===== src/pkg/irq_cfg.svh =====
`ifndef IRQ_CFG_SVH
`define IRQ_CFG_SVH

`define CLK_PERIOD_NS 10
`define REG_RELEASE_NS 2000
`define ACK_RELEASE_NS 500
`define REG_RELEASE_CYC (`REG_RELEASE_NS / `CLK_PERIOD_NS)
`define ACK_RELEASE_CYC (`ACK_RELEASE_NS / `CLK_PERIOD_NS)

`define DATA_W 32
`define MASK_BYTE 32'h0000_00FF
`define MASK_HALF 32'h0000_FFFF
`define MASK_WORD 32'hFFFF_FFFF

`define IRQ_LO 1
`define IRQ_HI 7

`define SY_IACKIN 0
`define SY_DS0 1
`define SY_DS1 2
`define SY_LWORD 3
`define SY_SLOT1 4
`define SY_ADDR_LO 5
`define SY_ADDR_HI 7
`define SY_WIDTH 8
`define SY_RESET 8'hEF

`endif


===== src/pkg/irq_pkg.sv =====
`default_nettype none
package irq_pkg;

    typedef enum logic [1:0] {
        WIDTH_BYTE = 2'b00,
        WIDTH_HALF = 2'b01,
        WIDTH_WORD = 2'b10
    } status_width_t;

    typedef enum logic {
        REL_REGISTER = 1'b0,
        REL_ACK = 1'b1
    } release_mode_t;

    typedef enum logic [2:0] {
        ACK_IDLE = 3'b000,
        ACK_PASS = 3'b001,
        ACK_WAIT_DS = 3'b010,
        ACK_DRIVE = 3'b011,
        ACK_DTACK = 3'b100,
        ACK_WAIT_END = 3'b101
    } ack_state_t;

    typedef enum logic [1:0] {
        CD_IDLE = 2'b00,
        CD_WAIT_DS = 2'b01,
        CD_DRIVE = 2'b10
    } chain_state_t;

    typedef struct packed {
        chain_state_t state;
        logic out_n;
    } chain_reg_t;

    typedef struct packed {
        ack_state_t state;
        logic pending;
        logic armed;
        logic ds_prev;
        logic chain_prev;
        logic iackout_n;
        logic dtack_oe;
        logic [31:0] data;
        logic [31:0] data_oe;
        logic [7:1] irq_oe;
    } intr_reg_t;

endpackage
`default_nettype wire


===== src/verilog/iack_chain_driver.sv =====
`include "irq_cfg.svh"
`default_nettype none
module iack_chain_driver (
    input wire logic i_core_clk,
    input wire logic i_resetn,
    input wire logic i_iack_n,
    input wire logic i_dsa_n,
    output logic o_chain_n
);
    irq_pkg::chain_reg_t q;
    irq_pkg::chain_reg_t d;

    always_comb begin
        d = q;
        case (q.state)
            irq_pkg::CD_IDLE: begin
                if (!i_iack_n) begin
                    d.state = irq_pkg::CD_WAIT_DS;
                end
            end
            irq_pkg::CD_WAIT_DS: begin
                if (i_iack_n) begin
                    d.state = irq_pkg::CD_IDLE;
                end else if (!i_dsa_n) begin
                    d.state = irq_pkg::CD_DRIVE;
                    d.out_n = 1'b0;
                end
            end
            irq_pkg::CD_DRIVE: begin
                if (i_iack_n) begin
                    d.state = irq_pkg::CD_IDLE;
                    d.out_n = 1'b1;
                end
            end
            default: begin
                d.state = irq_pkg::CD_IDLE;
                d.out_n = 1'b1;
            end
        endcase
    end

    always_ff @(posedge i_core_clk or negedge i_resetn) begin
        if (!i_resetn) begin
            q <= '{state: irq_pkg::CD_IDLE, out_n: 1'b1};
        end else begin
            q <= d;
        end
    end

    assign o_chain_n = q.out_n;
endmodule
`default_nettype wire


===== src/verilog/interrupter_release_iack_chain.sv =====
`include "irq_cfg.svh"
`default_nettype none
module interrupter_release_iack_chain (
    input wire logic i_core_clk,
    input wire logic i_resetn,
    // Board strap: high when this board sits in the first slot
    input wire logic i_slot1_strap,
    // Backplane inputs (asynchronous)
    input wire logic i_iackin_n,
    input wire logic i_ds0_n,
    input wire logic i_ds1_n,
    input wire logic i_lword_n,
    input wire logic [3:1] i_addr,
    // Backplane outputs
    output logic o_iackout_n,
    output logic [31:0] o_data,
    output logic [31:0] o_data_oe,
    output logic o_dtack_n,
    output logic o_dtack_oe,
    output logic [7:1] o_irq_n,
    output logic [7:1] o_irq_oe,
    // On-board configuration and user side
    input wire logic [2:0] i_irq_level,
    input wire logic [1:0] i_status_width,
    input wire logic i_release_on_acknowledge,
    input wire logic [31:0] i_status_id,
    input wire logic i_irq_request,
    input wire logic i_reg_access,
    output logic o_pending
);
    localparam int REG_REL_MAX = `REG_RELEASE_CYC;
    localparam int ACK_REL_MAX = `ACK_RELEASE_CYC;

    ////////////////////////////////////////////////////////////////////////////
    // Pin synchronisers

    logic [`SY_WIDTH-1:0] pins_raw;
    logic [`SY_WIDTH-1:0] pins;

    assign pins_raw = {i_addr, i_slot1_strap, i_lword_n, i_ds1_n, i_ds0_n, i_iackin_n};

    pin_sync #(
        .WIDTH(`SY_WIDTH),
        .RESET_VAL(`SY_RESET)
    ) u_pin_sync (
        .i_core_clk(i_core_clk),
        .i_resetn(i_resetn),
        .i_async(pins_raw),
        .o_sync(pins)
    );

    logic iackin_s;
    logic ds0_s;
    logic ds1_s;
    logic lword_s;
    logic slot1_s;
    logic [2:0] addr_s;

    assign iackin_s = pins[`SY_IACKIN];
    assign ds0_s = pins[`SY_DS0];
    assign ds1_s = pins[`SY_DS1];
    assign lword_s = pins[`SY_LWORD];
    assign slot1_s = pins[`SY_SLOT1];
    assign addr_s = pins[`SY_ADDR_HI:`SY_ADDR_LO];

    ////////////////////////////////////////////////////////////////////////////
    // Slot-one chain driver

    logic drv_chain_n;
    logic chain_in;

    iack_chain_driver u_chain_driver (
        .i_core_clk(i_core_clk),
        .i_resetn(i_resetn),
        .i_iack_n(iackin_s),
        .i_dsa_n(ds0_s),
        .o_chain_n(drv_chain_n)
    );

    // In slot one IACKIN carries IACK, so the driver feeds the interrupter
    assign chain_in = slot1_s ? drv_chain_n : iackin_s;

    ////////////////////////////////////////////////////////////////////////////
    // Decode of the acknowledge cycle

    irq_pkg::status_width_t cfg_width;
    irq_pkg::release_mode_t cfg_mode;
    irq_pkg::status_width_t req_width;
    logic [31:0] width_mask;
    logic width_ok;
    logic level_ok;
    logic accept;
    logic chain_fall;
    logic ds_fall;
    logic strobes_high;

    irq_pkg::intr_reg_t q;
    irq_pkg::intr_reg_t d;

    assign cfg_width = irq_pkg::status_width_t'(i_status_width);
    assign cfg_mode = irq_pkg::release_mode_t'(i_release_on_acknowledge);

    always_comb begin
        if (!lword_s && !ds1_s && !ds0_s) begin
            req_width = irq_pkg::WIDTH_WORD;
        end else if (!ds1_s && !ds0_s) begin
            req_width = irq_pkg::WIDTH_HALF;
        end else begin
            req_width = irq_pkg::WIDTH_BYTE;
        end
    end

    always_comb begin
        case (cfg_width)
            irq_pkg::WIDTH_BYTE: width_mask = `MASK_BYTE;
            irq_pkg::WIDTH_HALF: width_mask = `MASK_HALF;
            irq_pkg::WIDTH_WORD: width_mask = `MASK_WORD;
            default: width_mask = '0;
        endcase
    end

    assign width_ok = (cfg_width != irq_pkg::WIDTH_BYTE) ? (req_width >= cfg_width) : 1'b1;
    assign level_ok = (addr_s == i_irq_level);
    assign accept = q.pending && level_ok && width_ok;
    assign chain_fall = q.chain_prev && !chain_in;
    assign ds_fall = q.ds_prev && !ds0_s;
    assign strobes_high = ds0_s && ds1_s;

    ////////////////////////////////////////////////////////////////////////////
    // Interrupter state

    always_comb begin
        d = q;
        d.ds_prev = ds0_s;
        d.chain_prev = chain_in;
        case (q.state)
            irq_pkg::ACK_IDLE: begin
                if (chain_fall) begin
                    if (accept) begin
                        d.state = irq_pkg::ACK_WAIT_DS;
                    end else begin
                        d.state = irq_pkg::ACK_PASS;
                        d.iackout_n = 1'b0;
                    end
                end
            end
            irq_pkg::ACK_PASS: begin
                if (chain_in) begin
                    d.state = irq_pkg::ACK_IDLE;
                    d.iackout_n = 1'b1;
                end
            end
            irq_pkg::ACK_WAIT_DS: begin
                if (chain_in) begin
                    d.state = irq_pkg::ACK_IDLE;
                end else if (!ds0_s) begin
                    d.state = irq_pkg::ACK_DRIVE;
                    d.data = i_status_id & width_mask;
                    d.data_oe = width_mask;
                end
            end
            irq_pkg::ACK_DRIVE: begin
                d.state = irq_pkg::ACK_DTACK;
                d.dtack_oe = 1'b1;
            end
            irq_pkg::ACK_DTACK: begin
                if (strobes_high) begin
                    d.state = irq_pkg::ACK_WAIT_END;
                    d.dtack_oe = 1'b0;
                    d.data_oe = '0;
                    if (cfg_mode == irq_pkg::REL_ACK) begin
                        d.pending = 1'b0;
                    end
                end
            end
            irq_pkg::ACK_WAIT_END: begin
                if (chain_in) begin
                    d.state = irq_pkg::ACK_IDLE;
                end
            end
            default: begin
                d.state = irq_pkg::ACK_IDLE;
                d.iackout_n = 1'b1;
                d.dtack_oe = 1'b0;
                d.data_oe = '0;
            end
        endcase

        // Register-access release, armed only by a strobe fall in that access
        if (cfg_mode == irq_pkg::REL_REGISTER) begin
            if (i_reg_access && ds_fall && q.pending) begin
                d.armed = 1'b1;
            end
            if (q.armed && strobes_high && !i_reg_access) begin
                d.pending = 1'b0;
                d.armed = 1'b0;
            end
        end else begin
            d.armed = 1'b0;
        end

        // A new request wins over a release in the same cycle
        if (i_irq_request) begin
            d.pending = 1'b1;
        end

        for (int i = `IRQ_LO; i <= `IRQ_HI; i++) begin
            d.irq_oe[i] = d.pending && (i_irq_level == 3'(i));
        end
    end

    always_ff @(posedge i_core_clk or negedge i_resetn) begin
        if (!i_resetn) begin
            q <= '{state: irq_pkg::ACK_IDLE, pending: 1'b0, armed: 1'b0,
                   ds_prev: 1'b1, chain_prev: 1'b1, iackout_n: 1'b1,
                   dtack_oe: 1'b0, data: '0, data_oe: '0, irq_oe: '0};
        end else begin
            q <= d;
        end
    end

    ////////////////////////////////////////////////////////////////////////////
    // Outputs

    assign o_iackout_n = q.iackout_n;
    assign o_data = q.data;
    assign o_data_oe = q.data_oe;
    assign o_dtack_n = 1'b0;
    assign o_dtack_oe = q.dtack_oe;
    assign o_irq_n = '0;
    assign o_irq_oe = q.irq_oe;
    assign o_pending = q.pending;
endmodule
`default_nettype wire


===== src/verilog/pin_sync.sv =====
`default_nettype none
module pin_sync #(
    parameter int WIDTH = 1,
    parameter logic [WIDTH-1:0] RESET_VAL = '0
) (
    input wire logic i_core_clk,
    input wire logic i_resetn,
    input wire logic [WIDTH-1:0] i_async,
    output logic [WIDTH-1:0] o_sync
);
    typedef struct packed {
        logic [WIDTH-1:0] first;
        logic [WIDTH-1:0] second;
    } sync_reg_t;

    sync_reg_t q;
    sync_reg_t d;

    // First stage feeds only the second stage
    always_comb begin
        d.first = i_async;
        d.second = q.first;
    end

    always_ff @(posedge i_core_clk or negedge i_resetn) begin
        if (!i_resetn) begin
            q <= {RESET_VAL, RESET_VAL};
        end else begin
            q <= d;
        end
    end

    assign o_sync = q.second;
endmodule
`default_nettype wire

===== config.mk =====
export PLATFORM = sky130hd
export DESIGN_NAME = interrupter_release_iack_chain
export DESIGN_NICKNAME = d
export VERILOG_FILES = /design/src/pkg/irq_pkg.sv /design/src/verilog/iack_chain_driver.sv /design/src/verilog/interrupter_release_iack_chain.sv /design/src/verilog/pin_sync.sv
export VERILOG_INCLUDE_DIRS = /design/src /design/src/pkg
export SDC_FILE = /design/constraint.sdc
export NUM_CORES = 1
export LEC_CHECK = 0
export ABC_AREA = 1
export ABC_CLOCK_PERIOD_IN_PS = 1500
export BUFFER_PORTS_ARGS = -buffer_cell sky130_fd_sc_hd__buf_4
export CORE_MARGIN = 1.5
export CORE_UTILIZATION = 30
export CTS_CLUSTER_DIAMETER = 60
export DETAILED_ROUTE_END_ITERATION = 10
export PLACE_DENSITY_LB_ADDON = 0.2
export SYNTH_ARGS = -nofsm -noshare
export SYNTH_HDL_FRONTEND = slang
export SYNTH_SLANG_ARGS = --single-unit

===== constraint.sdc =====
create_clock -name i_core_clk -period 1.5 [get_ports i_core_clk]
set_input_delay 0.075 -clock i_core_clk [delete_from_list [all_inputs] [get_ports i_core_clk]]
set_output_delay 0.075 -clock i_core_clk [all_outputs]
set_load 0.03 [all_outputs]

==> impl_metrics.yaml, run 1 <==
worst_setup_path:
  critical_path_required_ns: 1.71
  path_max_fanout: 2
  critPathLaunchType: "flip-flop"
  end_kind: "flip-flop"
  worstReg2RegStart: "u_pin_sync.o_sync[3]"
  critical_path_class: "flip-flop to flip-flop"
  arrival_ns: 1.66
  setup.reg_to_reg.worst_slack_ns: 0.05
  r2r_end: "q[77]"
  rr_worst_depth: 11
global_routing:
  met1_usage: 0.161
  grt_pass1_vias: 2544
  gr-total-overflow: 0
  grt_max_degree: 37
  met3_usage: 0.0272
  grtUsageTotal: 0.126
  antenna_found_initial: 0
  grt_pass1_wl_microns: 12600
  grtUsageMet2: 0.205
  top_usage_layer: "met2"
clock_network:
  clock_latency_ns: 0.33
  cts_tree: "built"
  cts_max_path_buffers: 2
  cts_buffers: 9
  cts_sinks: 70
  clk_pin_slew_ns: 0.05
  h-tree-depth: 3
  cts_root_buffer: "clkbuf_16"
finish:
  layout.nets: 550
  fillers: 1112
  final_common_cell: "buf_4"
  multi_input_area_sq_um: 1070
  area.growth.synth_to_final_pct: 37.8
  most-common-layout-cells: "buf_4 (131), nand2_1 (82), dfrtp_1 (51)"
  diodes: 0
  register_area_sq_um: 1780
  drive_gt1_frac: 0.370
floorplan:
  core_area_sq_um: 11500
  start_util: 0.308
  ios: 132
  fp.dieArea_sq_um: 12400
  die_h_microns: 111
  num_rows: 39
  die_w_microns: 111
power_and_ir_drop:
  switching_share: 0.421
  peakVddDrop_mv: 1.02
  power.leakage_nw: 2.29
  p_int_w: 0.00517
  total_power_w: 0.00893
  p_switching_w: 0.00376
  combPwrFrac: 0.458
  power_per_cell_area_nw_per_um2: 1840
  clockPowerShare: 0.226
  power.share.sequential: 0.316
route:
  first_pass_iters: 4
  wirelength_microns: 8020
  wl_per_cell_microns: 12.5
  vias: 2766
  ant_nets: 0
  viasPerCell: 4.30
  remaining_drc_errors: 0
  drt_iter0_markers: 96
timing:
  max_freq_mhz: 689
  min_period_ns: 1.45
  finalWorstSetupSlack_ns: 0.0495
  skew_ns: 0.0110
  rsz0062_at_grt: "yes"
  setup_viol: 0
  slew_violations: 0
  finalCritPeriodShare: 0.967
  worst_pin_slew_ns: 0.633
  slew_headroom: 0.578
  hold_violations: 0
min_path:
  hp-start: "i_release_on_acknowledge"
  worstHoldPathCells: 4
  holdCritPathClass: "input pin to flip-flop"
  hold_end: "q[75]"
synth:
  yosysUniqueCellTypes: 27
  synth-edff-count: 0
  yosys_most_used_dff: "dfrtp_1"
  yosys_warnings: 0
  ys_seq_elements: 70
  synthArstFlopShare: 1.00
  synth_cells: 391
  synth.avg_cell_area_sq_um: 9.02
  syn-cell-area_sq_um: 3530
  ys_seq_area_frac: 0.503
run:
  cap_viol_max_count: 0
placement:
  place_ws_ns: 0.0386
  hpwl_microns: 5660
  place.gp.congestion: 0.795
  numPortBuffers: 123
run_status:
  status: "finished, final reports clean"
cells in the mapped netlist (5+ instances only):
cell type	n	area, sq um
nand2_1	84	315
buf_4	79	593
dfrtp_1	52	1300
nand3_1	45	225
o21ai_0	37	185
dfstp_2	18	473
inv_1	17	63.8
nor2_1	13	48.8
a21oi_1	9	45.0
clkbuf_1	6	22.5
ha_1	5	62.6
logic make-up after synthesis:
group                    share of synthesized area
other                                      0.00106
AND/OR/NAND/NOR                              0.194
buffers and inverters                        0.211
adder cells (fa/ha/maj)                     0.0177
flip-flops                                   0.503
AO/OA/AOI/OAI                               0.0731
metrics by stage:
| step | utilization | cells | hold slack [ns] | setup TNS [ns] | instance area, sq um |
|---|---|---|---|---|---|
| finish | 0.424 | 643 | 0.0284 | 0 | 4860 |
| global route | 0.424 | 643 | 0.0246 | -0.0805 | 4860 |
| CTS | 0.416 | 637 | 0.0192 | 0 | 4770 |
| detailed placement | 0.355 | 580 | 0.0762 | 0 | 4070 |
| global placement | 0.355 | 580 | 0.0782 | 0 | 4070 |
| floorplan | - | 398 | -0.221 | 0 | 3550 |
state kept, by name, indices dropped and copies added, names as in the netlist, 2 cells and up:
name and cells:
u_pin_sync.o_sync 8, u_chain_driver.q 2, o_irq_oe 7, u_pin_sync.d 8, o_data 32, q 6
o_data_oe 3
worst max path at each step:
stage / end / cells past startpoint / from
global route: q[78] / 11 / u_pin_sync.o_sync[1]
floorplan: q[77] / 13 / u_pin_sync.o_sync[1]
global placement: q[77] / 12 / u_pin_sync.o_sync[2]
finish: q[77] / 11 / u_pin_sync.o_sync[3]
CTS: o_iackout_n / 11 / u_pin_sync.o_sync[2]
detailed placement: o_iackout_n / 11 / u_pin_sync.o_sync[2]
power by group through the flow:
stage	Sequential (W)	Combinational (W)	Clock, W
6_report	0.00282	0.00409	0.00202
4_1_cts	0.00283	0.00407	0.00208
3_5_place_dp	0.00285	0.00398	0
3_3_place_gp	0.00283	0.00396	0
2_1_floorplan	0.00277	0.00347	0
5_1_grt	0.00289	0.00436	0.00217
routing by layer:
| layer | vias up | part of all wire |
|---|---|---|
| li1 | 1388 | - |
| met1 | 1300 | 0.46 |
| met2 | 69 | 0.48 |
| met3 | 9 | 0.045 |
| met4 | 0 | 0.015 |
| met5 | - | 0 |
area by class of cell:
type                    instances  area share
flip-flops and latches         70       0.365
multi-input cells             217       0.220
clock buffers                  13      0.0558
repair buffers                177       0.304
clock inverters                 3     0.00360
inverters                      20      0.0154
well taps                     143      0.0368
worst max-delay path: stages (launching register included):
cell	delay, ns
dfstp_2	0.52
nand2_1	0.05
ha_1	0.26
inv_1	0.03
nand2_1	0.04
nand2_1	0.05
nand2_2	0.07
nand3_2	0.09
nand2_1	0.07
nand2_1	0.04
nand2_1	0.05
nand2_1	0.04
timing repair:
action	in CTS	in global routing
hold endpoints to repair	59	0
hold buffers	41	0
resized for setup	0	9
setup endpoints to repair	0	46
buffers inserted	0	5
Note: power is estimated with default switching activity, not from simulation.
==> run 2, diff against run 1 <==
- ABC_CLOCK_PERIOD_IN_PS: 1500 -> 1400
- CTS_CLUSTER_SIZE: unset -> 14
- clock period: 1.5 -> 1.4 ns (I/O delays scaled with it)
==> impl_metrics.yaml, run 2 (synthesis gave the netlist of run 1 again) <==
timing:
  hold_violations: 0
  setup_viol: 3
  timing.hold.ws_ns: 0.0205
  max_freq_mhz: 686
  setup_tns_ns: -0.115
  min_period_ns: 1.46
  finalWorstSetupSlack_ns: -0.0583
  rsz0062_at_grt: "yes"
  slew_headroom: 0.582
  skew_ns: 0.00529
  worst_pin_slew_ns: 0.627
  slew_violations: 0
  finalCritPeriodShare: 1.04
worst_setup_path:
  arrival_ns: 1.68
  rr_worst_depth: 11
  path_max_fanout: 2
  critical_path_class: "flip-flop to flip-flop"
  path_cells: "nand2_2 -> ha_4 -> inv_2 -> nand2_1 -> nand2_1 -> nand2_2 -> nand3_2 -> nand2_1 -> nand2_1 -> nand2_1 -> nand2_1"
  path_depth: 11
  cp_slowest_stage_delay_ns: 0.53
  end_kind: "flip-flop"
  critical_path_required_ns: 1.62
  crit_top_cell: "nand2_1"
  crit_buf_inv: 1
  cp_slowest_cell: "dfstp_2"
  cpLargestDelayFamily: "flip-flops"
  setup.reg_to_reg.worst_slack_ns: -0.06
  critPathLaunchType: "flip-flop"
placement:
  hpwl_microns: 5580
  numPortBuffers: 123
  place.gp.congestion: 0.772
  dp_cells: 585
route:
  wirelength_microns: 8490
  viasPerCell: 4.36
  ant_nets: 0
  vias: 2844
  remaining_drc_errors: 0
  wl_per_cell_microns: 13.0
  first_pass_iters: 4
  drt_iter0_markers: 106
global_routing:
  antenna_found_initial: 0
  grt_pass1_wl_microns: 13100
  gr-total-overflow: 0
  grtUsageTotal: 0.134
  grt_pass1_vias: 2696
  grt_max_degree: 32
power_and_ir_drop:
  total_power_w: 0.00977
  p_int_w: 0.00566
  power_per_cell_area_nw_per_um2: 1940
  peakVddDrop_mv: 1.05
  power.leakage_nw: 2.35
  combPwrFrac: 0.463
  p_switching_w: 0.00411
  clockPowerShare: 0.226
  power.share.sequential: 0.311
  switching_share: 0.421
run_status:
  status: "complete, but fails checks"
  violations: "negative setup slack"
clock_network:
  cts_root_buffer: "clkbuf_16"
  cts_sinks: 70
  cts_buffers: 9
  clk_pin_slew_ns: 0.05
  cts_max_path_buffers: 2
  clock_latency_ns: 0.33
  cts_tree: "built"
  h-tree-depth: 3
min_path:
  worstHoldPathCells: 4
  holdCritPathClass: "input pin to flip-flop"
run:
  cap_viol_max_count: 0
finish:
  final_common_cell: "buf_4"
  diodes: 0
  final_util: 0.440
  most-common-layout-cells: "buf_4 (135), nand2_1 (79), dfrtp_1 (51)"
  layout.nets: 560
  largest_reg_flops: 32
  finalNonFillerCells: 653
  drive_gt1_frac: 0.392
  area.growth.synth_to_final_pct: 43.0
floorplan:
  die_h_microns: 111
  fp.dieArea_sq_um: 12400
  num_rows: 39
  start_util: 0.308
  core_area_sq_um: 11500
  ios: 132
  die_w_microns: 111
## run 2: stage by stage
step | setup WS (ns) | cell area, sq um
detailed placement | -0.0472 | 4120
floorplan | -0.0407 | 3560
finish | -0.0583 | 5050
global route | -0.150 | 5050
global placement | -0.0299 | 4120
CTS | -0.0629 | 4870
## run 2: routing by layer
metal,vias to the layer above,part of all wire,track usage
met5,-,0,0
met4,0,0.017,0.0582
met3,10,0.047,0.0365
met2,74,0.48,0.219
met1,1351,0.45,0.167
li1,1409,-,-
## run 2: final timing paths
check	startpoint	end
min in group asynchronous	i_resetn	u_pin_sync.o_sync[4]
worst min-delay path	i_release_on_acknowledge	q[75]
worst max-delay path	u_pin_sync.o_sync[3]	q[77]
max in group asynchronous	i_resetn	u_pin_sync.d[6]
worst max register to register	u_pin_sync.o_sync[3]	q[77]
worst min register to register	u_pin_sync.d[7]	u_pin_sync.o_sync[7]
## run 2: area by class of cell
class	count	area (sq um)
fillers	1096	6420
repair buffers	185	1610
flip-flops and latches	70	1780
clock buffers	12	236
inverters	20	82.6
multi-input cells	219	1120
clock inverters	4	47.5
well taps	143	179
## run 2: timing repair
item,in CTS,in global routing
endpoints found under the hold margin,85,0
cloned,1,4
hold buffers,41,0
setup buffers,4,2
setup endpoints to repair,30,47
pin swaps,5,9
gates resized for setup,1,28
## run 2: power groups by stage
stage	combinational, W	sequential [W]	clock (W)
4_1_cts	0.00441	0.00303	0.00228
6_report	0.00453	0.00304	0.00221
5_1_grt	0.00480	0.00313	0.00238
3_3_place_gp	0.00426	0.00304	0
3_5_place_dp	0.00429	0.00306	0
2_1_floorplan	0.00372	0.00297	0
## run 2: worst register-to-register path, stage by stage, from the launching register on
cell	delay, ns
dfstp_2	0.53
nand2_2	0.06
ha_4	0.26
inv_2	0.02
nand2_1	0.04
nand2_1	0.05
nand2_2	0.07
nand3_2	0.08
nand2_1	0.08
nand2_1	0.05
nand2_1	0.05
nand2_1	0.04
==> run 3, diff against run 2 <==
- MAX_ROUTING_LAYER: unset -> met4
==> impl_metrics.yaml, run 3 (synthesis gave the netlist of run 1 again) <==
worst_setup_path:
  critical_path_class: "flip-flop to flip-flop"
  critPathLaunchType: "flip-flop"
  critical_path_required_ns: 1.62
  end_kind: "flip-flop"
  arrival_ns: 1.68
  path_max_fanout: 2
power_and_ir_drop:
  power_per_cell_area_nw_per_um2: 1940
  switching_share: 0.421
  power.leakage_nw: 2.35
  p_int_w: 0.00566
  peakVddDrop_mv: 1.05
  p_switching_w: 0.00412
  combPwrFrac: 0.463
  power.share.sequential: 0.311
  clockPowerShare: 0.226
floorplan:
  die_h_microns: 111
  die_w_microns: 111
  fp.dieArea_sq_um: 12400
  num_rows: 39
  start_util: 0.308
  ios: 132
  core_area_sq_um: 11500
finish:
  drive_gt1_frac: 0.392
  area.growth.synth_to_final_pct: 43.0
  layout.nets: 560
  fillers: 1096
  finalNonFillerCells: 653
  final_area_sq_um: 5050
  most-common-layout-cells: "buf_4 (135), nand2_1 (79), dfrtp_1 (51)"
  final_common_cell: "buf_4"
  diodes: 0
  multi_input_area_sq_um: 1120
  register_area_sq_um: 1780
  largest_reg_flops: 32
  final_util: 0.440
run:
  cap_viol_max_count: 0
route:
  viasPerCell: 4.38
  drt_iter0_markers: 92
  ant_nets: 0
  vias: 2860
  wirelength_microns: 8520
  remaining_drc_errors: 0
  wl_per_cell_microns: 13.0
  first_pass_iters: 4
clock_network:
  h-tree-depth: 3
  cts_tree: "built"
  cts_sinks: 70
  clk_pin_slew_ns: 0.05
  cts_buffers: 9
  clock_latency_ns: 0.33
  cts_max_path_buffers: 2
  cts_root_buffer: "clkbuf_16"
timing:
  skew_ns: 0.00521
  finalWorstSetupSlack_ns: -0.0578
  hold_violations: 0
  rsz0062_at_grt: "yes"
  finalCritPeriodShare: 1.04
  slew_headroom: 0.583
  setup_viol: 3
  min_period_ns: 1.46
  slew_violations: 0
  worst_pin_slew_ns: 0.625
  max_freq_mhz: 686
placement:
  hpwl_microns: 5580
  place.gp.congestion: 0.783
  dp_cells: 585
  numPortBuffers: 123
  dpl_cell_area_sq_um: 4120
global_routing:
  grt_pass1_wl_microns: 13100
  grt_pass1_vias: 2689
  gr-total-overflow: 0
  grt_max_degree: 32
  antenna_found_initial: 0
  grtUsageTotal: 0.138
min_path:
  holdCritPathClass: "input pin to flip-flop"
run_status:
  violations: "negative setup slack"
  status: "complete, but fails checks"
## run 3: cell counts in the layout (fill, tap and decap cells not counted)
No cell type changed its count.
## run 3: layout make-up
cell class                      instances  share of cell area
Clock inverter                          4             0.00942
Clock buffer                           12              0.0469
Tap cell                              143              0.0355
Sequential cell                        70               0.352
Inverter                               20              0.0164
Timing Repair Buffer                  185               0.318
Multi-Input combinational cell        219               0.222
## run 3: routing by layer
metal | track usage | wire [microns] | part of all wire
met1 | 0.168 | 3840 | 0.45
met2 | 0.218 | 4120 | 0.48
met3 | 0.0354 | 408 | 0.048
met4 | 0.0582 | 147 | 0.017
met5 | - | 0 | 0
## run 3: worst paths after layout
path	start	end	slack (ns)	cells after the start
worst max-delay path	u_pin_sync.o_sync[3]	q[77]	-0.06	11
min in group asynchronous	i_resetn	u_pin_sync.o_sync[4]	0.19	2
worst min register to register	u_pin_sync.d[7]	u_pin_sync.o_sync[7]	0.35	0
worst max register to register	u_pin_sync.o_sync[3]	q[77]	-0.06	11
worst min-delay path	i_release_on_acknowledge	q[75]	0.02	4
max in group asynchronous	i_resetn	o_data[5]	0.67	3
## run 3: per-stage QoR
step                power, W  hold slack (ns)  TNS [ns]  worst slack, ns
finish               0.00978           0.0195    -0.112          -0.0578
global route          0.0103           0.0101    -0.712           -0.150
CTS                  0.00972          0.00807    -0.130          -0.0629
detailed placement   0.00735          0.00907    -0.404          -0.0472
global placement     0.00730         -0.00102   -0.0392          -0.0299
floorplan            0.00669           -0.226   -0.0777          -0.0407
## run 3: power by group through the flow
stage	logic [W]	clock network (W)	registers, W
finish	0.00453	0.00221	0.00304
global route	0.00480	0.00238	0.00313
CTS	0.00441	0.00228	0.00303
detailed placement	0.00429	0	0.00306
global placement	0.00426	0	0.00304
floorplan	0.00372	0	0.00297
## run 3: critical path, cell delays in order, from the launching register on
cell and delay [ns]:
dfstp_2 0.53, nand2_2 0.06, ha_4 0.26, inv_2 0.02, nand2_1 0.04, nand2_1 0.05, nand2_2 0.07, nand3_2 0.08
nand2_1 0.08, nand2_1 0.05, nand2_1 0.05, nand2_1 0.04
## run 3: timing repair
| item | CTS | global route |
|---|---|---|
| pin swaps | 5 | 9 |
| gates resized for setup | 1 | 28 |
| endpoints found under the hold margin | 85 | 0 |
| setup buffers | 4 | 2 |
| cloned | 1 | 4 |
| hold buffers | 41 | 0 |
| endpoints found under the setup margin | 30 | 47 |
